<file path="src/rtl/sci_pkg.sv">
// constants and state type for the fault status and reset cause block
package sci_pkg;

    // ------------------------------------------------------------------
    // bus geometry and register map
    // ------------------------------------------------------------------
    localparam int          ADDR_W    = 12;
    localparam int          DATA_W    = 32;
    localparam int          STRB_W    = 4;
    localparam int          LANE0     = 0;
    localparam logic [11:0] RAW_OFS   = 12'h050;
    localparam logic [11:0] MASK_OFS  = 12'h054;
    localparam logic [11:0] MISC_OFS  = 12'h058;
    localparam logic [11:0] RESET_SOURCE_RECORD_OFS  = 12'h05c;
    localparam logic [1:0]  RESP_OKAY = 2'h0;
    localparam logic [1:0]  RESP_SLVE = 2'h2;
    localparam logic [31:0] ZERO_WORD = 32'h0000_0000;

    // ------------------------------------------------------------------
    // fault event bit positions
    // ------------------------------------------------------------------
    localparam int NFAULT    = 7;
    localparam int F_PLLFLT  = 0;
    localparam int F_BROWN   = 1;
    localparam int F_LDO     = 2;
    localparam int F_MOSC    = 3;
    localparam int F_IOSC    = 4;
    localparam int F_CURLIM  = 5;
    localparam int F_PLLLOCK = 6;
    localparam logic [NFAULT-1:0] FLT_ZERO = 7'h00;

    // ------------------------------------------------------------------
    // reset cause bit positions
    // ------------------------------------------------------------------
    localparam int NCAUSE  = 6;
    localparam int C_PIN   = 0;
    localparam int C_POR   = 1;
    localparam int C_BROWN = 2;
    localparam int C_WDT   = 3;
    localparam int C_SW    = 4;
    localparam int C_LDO   = 5;
    localparam logic [NCAUSE-1:0] PIN_ONLY = 6'h01;

    // register selected by an address
    typedef enum logic [2:0] {
        SCI_REG_NONE,
        SCI_REG_RAW,
        SCI_REG_MASK,
        SCI_REG_MISC,
        SCI_REG_RESET_SOURCE_RECORD
    } sci_reg_e;

    // all state of the block
    typedef struct packed {
        logic [NFAULT-1:0] flt_s1;
        logic [NFAULT-1:0] flt_s2;
        logic [NCAUSE-1:0] cause_s1;
        logic [NCAUSE-1:0] cause_s2;
        logic              in_reset;
        logic [NFAULT-1:0] raw;
        logic [NFAULT-1:0] mask;
        logic [NCAUSE-1:0] record;
        logic              irq;
        logic              aw_held;
        logic [ADDR_W-1:0] awaddr;
        logic              w_held;
        logic [DATA_W-1:0] wdata;
        logic [STRB_W-1:0] wstrb;
        logic              awready;
        logic              wready;
        logic              bvalid;
        logic [1:0]        bresp;
        logic              arready;
        logic              rvalid;
        logic [DATA_W-1:0] rdata;
        logic [1:0]        rresp;
    } sci_state_s;

endpackage

</file>
<file path="src/rtl/sci_top.sv">
// fault interrupt status/clear and reset cause record, axi4-lite slave
//
// Functional notes
// [RQ1] masked bit is raw AND mask, drives irq
// [RQ2] write one clears masked and raw bit
// [RQ3] bit 6 set on pll lock timer
// [RQ4] bit 5 set on current limit detect
// [RQ5] bit 4 set on internal oscillator fault
// [RQ6] bit 3 set on main oscillator fault
// [RQ7] bit 2 set on unregulated ldo
// [RQ8] bit 1 brownout, needs mask and select clear
// [RQ9] bit 0 set when pll stops
// [RQ10] upper status bits undefined, software preserves
// [RQ11] cause record set by reset, no fixed value
// [RQ12] pin reset sets bit 0, clears others
// [RQ13] other resets accumulate onto previous causes
// [RQ14] cause bit 5 on regulator power loss
// [RQ15] cause bit 4 on software reset
// [RQ16] cause bit 3 on watchdog reset
// [RQ17] cause bit 2 on brownout reset
// [RQ18] cause bit 1 on power-on reset
// [RQ19] cause bit 0 on external pin reset
// [RQ20] mask bits reset to zero, gate interrupt
// [RQ21] irq high while any masked bit set
// [RQ22] software writes store the cause record
//
// Implementation choice: the AXI4-Lite interface to the registers.
`timescale 1ns/10ps
`default_nettype none

module sci_top
    import sci_pkg::*;
(
    input  wire logic              aclk,
    input  wire logic              aresetn,
    input  wire logic [ADDR_W-1:0] s_awaddr,
    input  wire logic              s_awvalid,
    output var  logic              s_awready,
    input  wire logic [DATA_W-1:0] s_wdata,
    input  wire logic [STRB_W-1:0] s_wstrb,
    input  wire logic              s_wvalid,
    output var  logic              s_wready,
    output var  logic [1:0]        s_bresp,
    output var  logic              s_bvalid,
    input  wire logic              s_bready,
    input  wire logic [ADDR_W-1:0] s_araddr,
    input  wire logic              s_arvalid,
    output var  logic              s_arready,
    output var  logic [DATA_W-1:0] s_rdata,
    output var  logic [1:0]        s_rresp,
    output var  logic              s_rvalid,
    input  wire logic              s_rready,
    input  wire logic              pll_fault_det,
    input  wire logic              brownout_det,
    input  wire logic              ldo_unreg_det,
    input  wire logic              main_osc_fault_det,
    input  wire logic              int_osc_fault_det,
    input  wire logic              current_limit_det,
    input  wire logic              pll_lock_timer_done,
    input  wire logic              brownout_irq_or_reset_select,
    input  wire logic              pin_reset_cause,
    input  wire logic              por_reset_cause,
    input  wire logic              brownout_reset_cause,
    input  wire logic              watchdog_reset_cause,
    input  wire logic              software_reset_cause,
    input  wire logic              ldo_reset_cause,
    output var  logic              fault_irq
);

    // ------------------------------------------------------------------
    // decode helpers
    // ------------------------------------------------------------------

    // map a byte address onto a register
    function automatic sci_reg_e reg_sel(input logic [ADDR_W-1:0] a);
        sci_reg_e s;
        if (a == RAW_OFS) begin
            s = SCI_REG_RAW;
        end else if (a == MASK_OFS) begin
            s = SCI_REG_MASK;
        end else if (a == MISC_OFS) begin
            s = SCI_REG_MISC;
        end else if (a == RESET_SOURCE_RECORD_OFS) begin
            s = SCI_REG_RESET_SOURCE_RECORD;
        end else begin
            s = SCI_REG_NONE;
        end
        return s;
    endfunction

    // masked status; brownout only when the select routes it to irq
    function automatic logic [NFAULT-1:0] masked_of(
        input logic [NFAULT-1:0] raw,
        input logic [NFAULT-1:0] mask,
        input logic              bor_to_reset
    );
        logic [NFAULT-1:0] m;
        m = raw & mask;                                // RQ1
        if (bor_to_reset) begin
            m[F_BROWN] = 1'b0;                         // RQ8
        end
        return m;
    endfunction

    // ------------------------------------------------------------------
    // state and input bundles
    // ------------------------------------------------------------------
    sci_state_s        st;
    sci_state_s        next_st;
    logic [NFAULT-1:0] flt_in;
    logic [NCAUSE-1:0] cause_in;
    logic              wr_do;
    sci_reg_e          wr_sel;
    logic [NFAULT-1:0] wr_clr;

    // gather detector and cause inputs into vectors
    always_comb begin
        flt_in            = FLT_ZERO;
        flt_in[F_PLLFLT]  = pll_fault_det;             // RQ9
        flt_in[F_BROWN]   = brownout_det;              // RQ8
        flt_in[F_LDO]     = ldo_unreg_det;             // RQ7
        flt_in[F_MOSC]    = main_osc_fault_det;        // RQ6
        flt_in[F_IOSC]    = int_osc_fault_det;         // RQ5
        flt_in[F_CURLIM]  = current_limit_det;         // RQ4
        flt_in[F_PLLLOCK] = pll_lock_timer_done;       // RQ3
        cause_in          = '0;
        cause_in[C_PIN]   = pin_reset_cause;           // RQ19
        cause_in[C_POR]   = por_reset_cause;           // RQ18
        cause_in[C_BROWN] = brownout_reset_cause;      // RQ17
        cause_in[C_WDT]   = watchdog_reset_cause;      // RQ16
        cause_in[C_SW]    = software_reset_cause;      // RQ15
        cause_in[C_LDO]   = ldo_reset_cause;           // RQ14
    end

    // write commit happens once both halves are held
    assign wr_do  = st.aw_held && st.w_held && !st.bvalid;
    assign wr_sel = reg_sel(st.awaddr);
    assign wr_clr = (wr_do && wr_sel == SCI_REG_MISC && st.wstrb[LANE0])
                  ? st.wdata[NFAULT-1:0] : FLT_ZERO;

    // ------------------------------------------------------------------
    // next state
    // ------------------------------------------------------------------
    always_comb begin
        next_st = st;
        // two-stage synchronisers, running through reset too
        next_st.flt_s1   = flt_in;
        next_st.flt_s2   = st.flt_s1;
        next_st.cause_s1 = cause_in;
        next_st.cause_s2 = st.cause_s1;

        if (!aresetn) begin
            // the cause record is deliberately left untouched
            next_st.in_reset = 1'b1;
            next_st.raw      = FLT_ZERO;
            next_st.mask     = FLT_ZERO;               // RQ20
            next_st.irq      = 1'b0;
            next_st.aw_held  = 1'b0;
            next_st.w_held   = 1'b0;
            next_st.awready  = 1'b0;
            next_st.wready   = 1'b0;
            next_st.bvalid   = 1'b0;
            next_st.bresp    = RESP_OKAY;
            next_st.arready  = 1'b0;
            next_st.rvalid   = 1'b0;
            next_st.rdata    = ZERO_WORD;
            next_st.rresp    = RESP_OKAY;
        end else begin
            // capture the cause of the reset just released
            if (st.in_reset) begin
                next_st.in_reset = 1'b0;
                if (st.cause_s2[C_PIN]) begin
                    next_st.record = PIN_ONLY;                 // RQ12
                end else begin
                    next_st.record = st.record | st.cause_s2;  // RQ13 RQ11
                end
            end

            // write address and data channels, taken in either order
            if (s_awvalid && st.awready) begin
                next_st.aw_held = 1'b1;
                next_st.awaddr  = s_awaddr;
            end
            if (s_wvalid && st.wready) begin
                next_st.w_held = 1'b1;
                next_st.wdata  = s_wdata;
                next_st.wstrb  = s_wstrb;
            end

            // commit a held write and raise the response
            if (wr_do) begin
                next_st.aw_held = 1'b0;
                next_st.w_held  = 1'b0;
                next_st.bvalid  = 1'b1;
                next_st.bresp   = RESP_OKAY;
                case (wr_sel)
                    SCI_REG_MASK: begin
                        if (st.wstrb[LANE0]) begin
                            next_st.mask = st.wdata[NFAULT-1:0];
                        end
                    end
                    SCI_REG_RESET_SOURCE_RECORD: begin
                        if (st.wstrb[LANE0]) begin
                            next_st.record = st.wdata[NCAUSE-1:0];  // RQ22
                        end
                    end
                    SCI_REG_NONE: begin
                        next_st.bresp = RESP_SLVE;
                    end
                    default: begin
                        // raw is read-only, status clears below
                    end
                endcase
            end else if (st.bvalid && s_bready) begin
                next_st.bvalid = 1'b0;
            end

            // write one clears raw bit; a new event wins over the clear
            next_st.raw = (st.raw & ~wr_clr) | st.flt_s2;  // RQ2 RQ3

            // read channel, answered one cycle after the address
            if (s_arvalid && st.arready) begin
                next_st.rvalid = 1'b1;
                next_st.rresp  = RESP_OKAY;
                next_st.rdata  = ZERO_WORD;            // RQ10
                case (reg_sel(s_araddr))
                    SCI_REG_RAW: begin
                        next_st.rdata[NFAULT-1:0] = st.raw;
                    end
                    SCI_REG_MASK: begin
                        next_st.rdata[NFAULT-1:0] = st.mask;
                    end
                    SCI_REG_MISC: begin
                        next_st.rdata[NFAULT-1:0] = masked_of(
                            st.raw, st.mask, brownout_irq_or_reset_select);
                    end
                    SCI_REG_RESET_SOURCE_RECORD: begin
                        next_st.rdata[NCAUSE-1:0] = st.record;
                    end
                    default: begin
                        next_st.rresp = RESP_SLVE;
                    end
                endcase
            end else if (st.rvalid && s_rready) begin
                next_st.rvalid = 1'b0;
            end

            // readies drop while a transfer is held or unanswered
            next_st.awready = !next_st.aw_held && !next_st.bvalid;
            next_st.wready  = !next_st.w_held && !next_st.bvalid;
            next_st.arready = !next_st.rvalid;

            // single interrupt line from the masked status
            next_st.irq = |masked_of(next_st.raw, next_st.mask,
                                     brownout_irq_or_reset_select);  // RQ21
        end
    end

    // register the whole state
    always_ff @(posedge aclk) begin
        st <= next_st;
    end

    // ------------------------------------------------------------------
    // outputs, all straight from the state register
    // ------------------------------------------------------------------
    assign s_awready = st.awready;
    assign s_wready  = st.wready;
    assign s_bvalid  = st.bvalid;
    assign s_bresp   = st.bresp;
    assign s_arready = st.arready;
    assign s_rvalid  = st.rvalid;
    assign s_rdata   = st.rdata;
    assign s_rresp   = st.rresp;
    assign fault_irq = st.irq;

    logic [NFAULT-1:0] bor_bit;
    assign bor_bit = 7'h02;
endmodule

`default_nettype wire

</file>
<file path="config.mk">
export PLATFORM = sky130hd
export DESIGN_NAME = sci_top
export DESIGN_NICKNAME = d
export VERILOG_FILES = /design/src/rtl/sci_pkg.sv /design/src/rtl/sci_top.sv
export SDC_FILE = /design/constraint.sdc
export NUM_CORES = 1
export LEC_CHECK = 0
export BUFFER_PORTS_ARGS = -buffer_cell sky130_fd_sc_hd__buf_2
export CORE_MARGIN = 2
export CORE_UTILIZATION = 40
export CTS_BUF_LIST = sky130_fd_sc_hd__clkbuf_4
export DETAILED_ROUTE_END_ITERATION = 10
export GPL_TIMING_DRIVEN = 0
export PLACE_DENSITY = 0.67
export SETUP_SLACK_MARGIN = 0.15
export SLEW_MARGIN = 20
export SYNTH_ARGS = -nofsm -noshare
export SYNTH_HDL_FRONTEND = slang
export SYNTH_SLANG_ARGS = --single-unit
</file>
<file path="constraint.sdc">
create_clock -name aclk -period 6.2 [get_ports aclk]
set_input_delay 1.24 -clock aclk [delete_from_list [all_inputs] [get_ports aclk]]
set_output_delay 1.24 -clock aclk [all_outputs]
set_load 0.02 [all_outputs]
</file>
==> reports/metrics.csv, run 1 <==
metric;value;unit
syn avg cell area;11.59;um2
Clock Tree Buf Depth;2;
H-tree Lvls;3;
Worst Path Max Fanout;2;
Startpoint Class;flip-flop;
Final ANT Viol Nets;0;
most common library cells after synthesis;dfxtp_1, buf_4, a21oi_1, edfxtp_1, nor2_1;
Synth Register Bits;84;
fraction of layout cells with a size suffix above 1;34.97;%
register area share after synthesis;60.06;%
EDFF count, synth;26;
Worst setup EP type;output port;
async set-reset flop share out of synthesis;0;%
DP HPWL;4.565;mm
flop2flop setup slack;3.96;ns
Die Y;93.91;um
die area;8818;um2
# hold bufs at CTS;0;
met3 WL post-DR;425;um
Yosys cell types;40;
WL met2;2.777;mm
Tot Pwr;993.9;uW
post-place setup slack;3.543;ns
worst setup margin;3.943;ns
antenna violations before repair;0;
clock root cell;clkbuf_4;
post_cts resized;0;
latest clock arrival within the worst-skew pair;0.41;ns
setup TNS;0;ns
ANT cells;0;
WL met1;2.752;mm
arrival time worst endpoint;1.02;ns
Final Util;50.39;%
crit path capture;s_bresp[1];
Non-Filler Instances;488;
Finish-stage setup viols;0;
Worst R2R End;st[96];
crit path cell chain;buf_4, buf_2;
Via Count;2221;
static leakage;1.709;nW
Multi-input gate area;1054;um2
Die Wd;93.91;um
Remaining DRCs;0;
Starting Density;41.62;%
DRT Pass-1 Iters;4;
Max Transition Viols Final;0;
min cycle time layout;2.257;ns
FP Rows;32;
status;finished clean;
CTS sink count;84;
Crit Reg-Reg Startpoint;st[86];
gpl congestion;0.7471;
via/cell ratio;4.551;
Fin. Hold Viols;0;
RSZ-0062 raised after global routing;no;
CTS tree;built;
Syn Std Cell Area;3233;um2
Worst Tran Pin Value;0.6306;ns
worst min path class;flip-flop to flip-flop;
final worst path period share;36.41;%
grt total ovfl;0;
top-area cell type share of the netlist area;35.91;%
Yosys warning count;0;
Area Overhead vs Synth;21.05;%
Placed Instances;472;
CP peak stage delay;0.36;ns
max cap viols;0;
global-route wire length before repair;9.694;mm
Num CTS Buffers;9;
dominant cell type by area after synthesis;dfxtp_1;
Synth area leaders;dfxtp_1, edfxtp_1, buf_4, mux2_2, a21oi_1;
VDD IR max;0.0001695;V
power per standard cell area;254.0;nW/um2
largest net degree at the start of global routing;14;
Seq. cell area;1942;um2
WS Path Type;flip-flop to output port;
number of port buffers;65;
Reg2Reg Depth;4;
most common cell in the netlist;dfxtp_1;
# fillers;737;
Routed Wire Length;6.004;mm
DR top layer;met4;
Wirelength per Cell;12.30;um
Max-slew headroom;57.63;%
num ports;123;
Post CTS Setup Buffer Count;0;
Slowest cell on crit path;dfxtp_1;
1st-iter DRT viols;116;
CORE AREA;7767;um2
Worst Path Required;4.96;ns
cells after synthesis;279;
ys flop type;dfxtp_1;
Total GRT Usage;14.38;%
crit path launch;s_bresp[1];
Highest Clock Rate;443.0;MHz
vias in the first global route;2040;
clock-pin transition on the worst setup and hold timing paths;0.13;ns
Nets;462;
clock skew;0.01413;ns
==> sequential cells by signal, indices dropped and copies added, names as in the netlist <==
signal	count
s_rvalid	1
s_bvalid	1
s_bresp	1
s_rdata	7
s_awready	1
s_wready	1
next_st	13
s_arready	1
fault_irq	1
st	56
s_rresp	1
==> report_power, final <==
part | leakage (nW) | internal, mW | switching [mW] | total (mW)
Clock | 0.0756 | 0.124 | 0.176 | 0.301
Sequential | 0.722 | 0.591 | 0.0124 | 0.603
Combinational | 0.911 | 0.0417 | 0.0481 | 0.0898
==> layer usage <==
| metal | vias up | GRT usage, % |
|---|---|---|
| li1 | 1132 | - |
| met1 | 1008 | 18.81 |
| met2 | 77 | 22.32 |
| met3 | 4 | 3.933 |
| met4 | 0 | 6.280 |
| met5 | - | 0 |
==> worst min-delay path by stage <==
stage                       from  cells past startpoint  slack [ns]  endpoint
floorplan           next_st[113]                      0        0.31   st[113]
global placement    next_st[131]                      0        0.31   st[131]
detailed placement  next_st[116]                      0        0.31   st[116]
CTS                 next_st[115]                      0        0.33   st[115]
global route        next_st[115]                      0        0.33   st[115]
finish              next_st[115]                      0        0.32   st[115]
==> critical path: cells and delay by family (launching register included) <==
kind	cells	cell delay, ns
DFF	1	0.36
buffers and inverters	2	0.25
==> layout by cell type, fill, tap and decap left out, types with 2 or more instances in the layout <==
cell type   n
a21oi_1    26
a22oi_1     2
a41oi_1     5
and2_1      8
and3_1      5
buf_2      66
buf_4      36
clkbuf_1    6
clkbuf_4   10
clkinv_1    3
conb_1     27
dfxtp_1    58
edfxtp_1   26
inv_1       9
mux2_2     14
mux2i_1     8
nand2_1    12
nand2b_1    2
nand3_1     2
nand3b_1    2
nor2_1     17
nor3_1      2
nor4_1      2
nor4b_1     2
nor4bb_1    2
o21ai_0    11
or3_1       5
==> stage by stage <==
| step | cell area, um2 | hold WS (ns) |
|---|---|---|
| after floorplan | 3331 | 0.3096 |
| after global placement | 3784 | 0.3101 |
| after detailed placement | 3784 | 0.3132 |
| after CTS | 3914 | 0.3262 |
| after global routing | 3914 | 0.3261 |
| final | 3914 | 0.3230 |
==> cell families (layout without fill, tap and decap cells) <==
logic type,Yosys count,in the layout,share of synthesized area [%]
DFF,84,84,60.06
and+or+nand+nor,70,70,13.16
buffers and inverters,53,134,10.37
AOI/OAI and AO/OA,49,49,8.939
muxes,22,22,7.353
other,1,27,0.1160
==> final cells by class <==
class / count / share of cell area [%]
inverter: 10 / 0.9591
sequential: 84 / 49.62
tap: 102 / 3.261
clock buffer: 10 / 1.918
buffer: 43 / 7.609
multi-input combinational: 168 / 26.92
clock inverter: 6 / 1.407
timing repair buffer: 65 / 8.312
(Power assumes the default switching activity.)
==> inputs of run 2 (changes only) <==
==> constraint.sdc (replaced) <==
create_clock -name aclk -period 2.4 [get_ports aclk]
set_input_delay 0.48 -clock aclk [delete_from_list [all_inputs] [get_ports aclk]]
set_output_delay 0.48 -clock aclk [all_outputs]
set_load 0.02 [all_outputs]
==> run 2 against run 1 <==
  * Sequential power increased to 2.6 times the previous value
  * Clock power rose to 2.6 times the previous value
  * Utilization is 0.47 points higher
  * Die area is the same
  * Global-route usage barely moved
  * Largest cell class unchanged
  * Largest power group unchanged
==> reports/metrics.csv, run 2 (same netlist as run 1, synthesis figures left out) <==
metric;value;unit
status;finished clean;
ANT cells;0;
Finish-stage setup viols;0;
Final Util;50.85;%
die area;8818;um2
1st-iter DRT viols;133;
Max-slew headroom;57.80;%
global-route wire length before repair;9.666;mm
max cap viols;0;
Remaining DRCs;0;
Worst Path Required;2.56;ns
# fillers;734;
DRT Pass-1 Iters;4;
VDD IR max;0.0004419;V
Buf+Inv Stages, Crit Path;1;
Clock Tree Buf Depth;2;
Die Y;93.91;um
Startpoint Class;flip-flop;
Via Count;2227;
Die Wd;93.91;um
Worst Tran Pin Value;0.6281;ns
CP peak stage delay;0.57;ns
Worst Path Max Fanout;7;
Starting Density;41.62;%
Final ANT Viol Nets;0;
vias in the first global route;2043;
Crit path max-delay family;simple AND/OR/NAND/NOR gates;
num ports;123;
arrival time worst endpoint;2.35;ns
FP Rows;32;
RSZ-0062 raised after global routing;no;
grt total ovfl;0;
static leakage;1.723;nW
clock root cell;clkbuf_4;
Highest Clock Rate;457.4;MHz
Fin. Hold Viols;0;
Nets;464;
clock-pin transition on the worst setup and hold timing paths;0.13;ns
largest net degree at the start of global routing;14;
CORE AREA;7767;um2
crit path cell chain;or4bb_1, nor4_4, buf_4, nand4_4, mux2_2;
via/cell ratio;4.545;
H-tree Lvls;3;
WS Path Type;flip-flop to flip-flop;
clock skew;0.01443;ns
most common cell after layout, fill and taps aside;buf_2;
Total GRT Usage;14.34;%
Num CTS Buffers;9;
Largest Register;st;
Worst setup EP type;flip-flop;
min cycle time layout;2.186;ns
most frequent cells in the layout;buf_2, dfxtp_1, buf_4;
Slowest cell on crit path;or4bb_1;
power per standard cell area;650.8;nW/um2
Area Overhead vs Synth;22.17;%
fraction of layout cells with a size suffix above 1;35.82;%
latest clock arrival within the worst-skew pair;0.41;ns
number of port buffers;65;
CTS sink count;84;
Wirelength per Cell;12.39;um
DP HPWL;4.565;mm
flip-flop count of the largest register after layout;56;
CTS tree;built;
worst min path class;input port to flip-flop;
Routed Wire Length;6.069;mm
setup TNS;0;ns
gpl congestion;0.7471;
Max Transition Viols Final;0;
antenna violations before repair;0;
final worst path period share;91.10;%
==> run 2: cell type report <==
class,instances,area [um2],area share (%)
sequential,84,1942,49.16
multi-input combinational,168,1075,27.21
timing repair buffer,67,340.3,8.616
buffer,43,297.8,7.539
tap,102,127.6,3.231
clock buffer,10,75.07,1.901
clock inverter,6,55.05,1.394
inverter,10,37.54,0.9503
==> run 2: through the flow <==
step	cells	setup slack [ns]	power (mW)	hold WS, ns	area (um2)
global placement	472	0.1864	1.817	0.3101	3784
finish	490	0.2136	2.571	0.1587	3950
global route	490	0.1503	2.684	0.1207	3950
detailed placement	472	0.1516	1.823	0.3132	3784
CTS	490	0.2251	2.590	0.1384	3935
floorplan	305	0.3691	1.742	0.3096	3331
==> run 2: timing repair <==
action / CTS / global route
cloned: 0 / 0
hold buffers: 0 / 0
pin swaps: 1 / 0
hold endpoints to repair: 0 / 0
setup endpoints to repair: 6 / 1
gates resized for setup: 1 / 2
setup buffers: 2 / 0
==> run 2: metal layers <==
metal  vias up  track usage, %  wire, um
met4         0           6.280        75
li1       1137               -         -
met2        75           22.08      2832
met1      1010           18.91      2758
met3         5           3.933       402
met5         -               0         0
==> run 2: where the power goes <==
group	leakage (nW)	switching [mW]	internal, mW
Sequential	0.722	0.0330	1.53
Combinational	0.925	0.124	0.108
Clock	0.0756	0.457	0.321
==> run 2: path summary, 6_finish.rpt <==
kind,startpoint,end,slack (ns),cells after the start
worst min register to register,next_st[115],st[115],0.32,0
worst max register to register,st[87],st[96],0.21,5
worst min-delay path,ldo_unreg_det,next_st[127],0.16,1
worst max-delay path,st[87],st[96],0.21,5
==> inputs of run 3 (changes only) <==
--- a/config.mk
+++ b/config.mk
@@ -7,11 +7,11 @@
 export LEC_CHECK = 0
 export BUFFER_PORTS_ARGS = -buffer_cell sky130_fd_sc_hd__buf_2
 export CORE_MARGIN = 2
-export CORE_UTILIZATION = 40
+export CORE_UTILIZATION = 50
 export CTS_BUF_LIST = sky130_fd_sc_hd__clkbuf_4
 export DETAILED_ROUTE_END_ITERATION = 10
 export GPL_TIMING_DRIVEN = 0
-export PLACE_DENSITY = 0.67
+export PLACE_DENSITY = 0.81
 export SETUP_SLACK_MARGIN = 0.15
 export SLEW_MARGIN = 20
 export SYNTH_ARGS = -nofsm -noshare
==> run 3 against run 2 <==
  * Global-route usage grew 2.1 points
  * Clock power increased by 2%
  * Clock skew is 0.0022 ns lower
  * Via count about the same
  * Non-clock buffer count did not move
  * Register-to-register slack better by 0.05 ns
  * Wire length fell by 5.8%
  * Cell count is 5.1% lower
  * Utilization is 11 points higher
  * Critical endpoint is now fault_irq
  * Largest power group unchanged
==> reports/metrics.csv, run 3 (same netlist as run 1, synthesis figures left out) <==
metric;value;unit
status;finished clean;
CTS sink count;84;
Post-Place Cell Area;3752;um2
Max Transition Viols Final;0;
Largest Register;st;
Startpoint Class;flip-flop;
Worst setup EP type;flip-flop;
Via Count;2228;
global-route wire length before repair;9.121;mm
WS Path Type;flip-flop to flip-flop;
max cap viols;0;
Worst Tran Pin Value;0.5646;ns
cell count along the critical path;6;
Tot Pwr;2.586;mW
Die Wd;84.41;um
crit path cell chain;nor4b_1, and4_1, buf_2, mux2_2, a22oi_1, a41oi_1;
gpl congestion;0.8102;
Worst Path Max Fanout;7;
clock root cell;clkbuf_4;
grt total ovfl;0;
most common cell after layout, fill and taps aside;buf_2;
CTS tree;built;
worst min path class;input port to flip-flop;
ANT cells;0;
largest net degree at the start of global routing;15;
DRT Pass-1 Iters;4;
Final ANT Viol Nets;0;
Worst Path Required;2.70;ns
Total GRT Usage;16.44;%
Max-slew headroom;62.07;%
clock-pin transition on the worst setup and hold timing paths;0.13;ns
setup TNS;0;ns
Fin. Hold Viols;0;
Slowest cell on crit path;edfxtp_1;
Remaining DRCs;0;
combinational fraction of design power;8.9;%
static leakage;1.716;nW
Sw Ratio;24.11;%
Highest Clock Rate;468.5;MHz
H-tree Lvls;3;
Routed Wire Length;5.719;mm
flip-flop count of the largest register after layout;56;
vias in the first global route;2047;
latest clock arrival within the worst-skew pair;0.43;ns
Num CTS Buffers;9;
Clock Tree Buf Depth;2;
Worst R2R End;fault_irq;
Wirelength per Cell;12.30;um
fraction of layout cells with a size suffix above 1;35.82;%
die area;7125;um2
FP Rows;29;
worst hold start;pin_reset_cause;
flop2flop setup slack;0.27;ns
VDD IR max;0.0004813;V
Worst Hold End;next_st[113];
DP HPWL;4.355;mm
arrival time worst endpoint;2.43;ns
Starting Density;51.21;%
via/cell ratio;4.791;
worst hold path depth;1;
final worst path period share;88.93;%
power per standard cell area;661.0;nW/um2
antenna violations before repair;0;
sw power;623.6;uW
Crit path max-delay family;simple AND/OR/NAND/NOR gates;
Finish-stage setup viols;0;
Design Area, Final;3913;um2
min cycle time layout;2.134;ns
clock skew;0.01225;ns
Int Pwr;1.963;mW
register share of total power;60.3;%
Reg2Reg Depth;6;
Die Y;84.41;um
num ports;123;
# hold bufs at CTS;0;
RSZ-0062 raised after global routing;no;
1st-iter DRT viols;81;
Crit Reg-Reg Startpoint;st[79];
Buf+Inv Stages, Crit Path;1;
CORE AREA;6314;um2
most frequent cells in the layout;buf_2, dfxtp_1, buf_4;
Area Overhead vs Synth;21.01;%
CP peak stage delay;0.46;ns
Nets;464;
clock power share;30.8;%
number of port buffers;65;
## run 3: cell types whose count changed in the layout (fill, tap and decap cells not counted)
cell        previous run  this run
inv_2                  1         0
nor4_4                 2         1
clkinv_1               3         2
nor4_2                 0         1
nor4bb_1               1         2
inv_4                  0         1
clkinvlp_4             0         2
clkinv_2               1         0
nor4bb_2               1         0
## run 3: layout make-up
class / count / area [um2]
sequential: 84 / 1942
clock buffer: 10 / 75.07
multi-input combinational: 168 / 1060
buffer: 43 / 297.8
timing repair buffer: 67 / 340.3
clock inverter: 6 / 63.81
tap: 77 / 96.34
fill: 540 / 2401
inverter: 10 / 37.54
## run 3: worst max path at each step
stage          slack (ns)    from        end
2_1_floorplan        0.37  st[86]     st[93]
3_3_place_gp         0.17  st[86]     st[93]
3_5_place_dp         0.17  st[86]     st[93]
4_1_cts              0.25  st[87]  fault_irq
5_1_grt              0.16  st[83]  fault_irq
6_report             0.27  st[79]  fault_irq
## run 3: stage by stage
step | setup WS (ns) | std cells | hold WS [ns] | utilization (%)
global placement | 0.1711 | 447 | 0.3109 | 59.43
floorplan | 0.3691 | 305 | 0.3096 | -
finish | 0.2657 | 465 | 0.1420 | 61.97
global route | 0.1571 | 465 | 0.1225 | 61.97
detailed placement | 0.1656 | 447 | 0.3121 | 59.43
CTS | 0.2479 | 465 | 0.1293 | 61.87
## run 3: routing by layer
metal | vias up | global-route usage (%) | wire, um
li1 | 1137 | - | -
met1 | 982 | 18.65 | 2344
met2 | 96 | 28.93 | 2788
met3 | 13 | 3.638 | 461
met4 | 0 | 8.658 | 125
met5 | - | 0 | 0
## run 3: power groups by stage
stage,Sequential (mW),Clock (mW),Combinational [mW]
after floorplan,1.59,0,0.154
after global placement,1.59,0,0.225
after detailed placement,1.59,0,0.229
after CTS,1.56,0.804,0.231
after global routing,1.57,0.859,0.255
final,1.56,0.796,0.231
## run 3: timing repair
| item | in CTS | in global routing |
|---|---|---|
| buffers inserted | 2 | 0 |
| pin swaps | 1 | 0 |
| gates resized for setup | 0 | 1 |
| setup endpoints to repair | 2 | 1 |
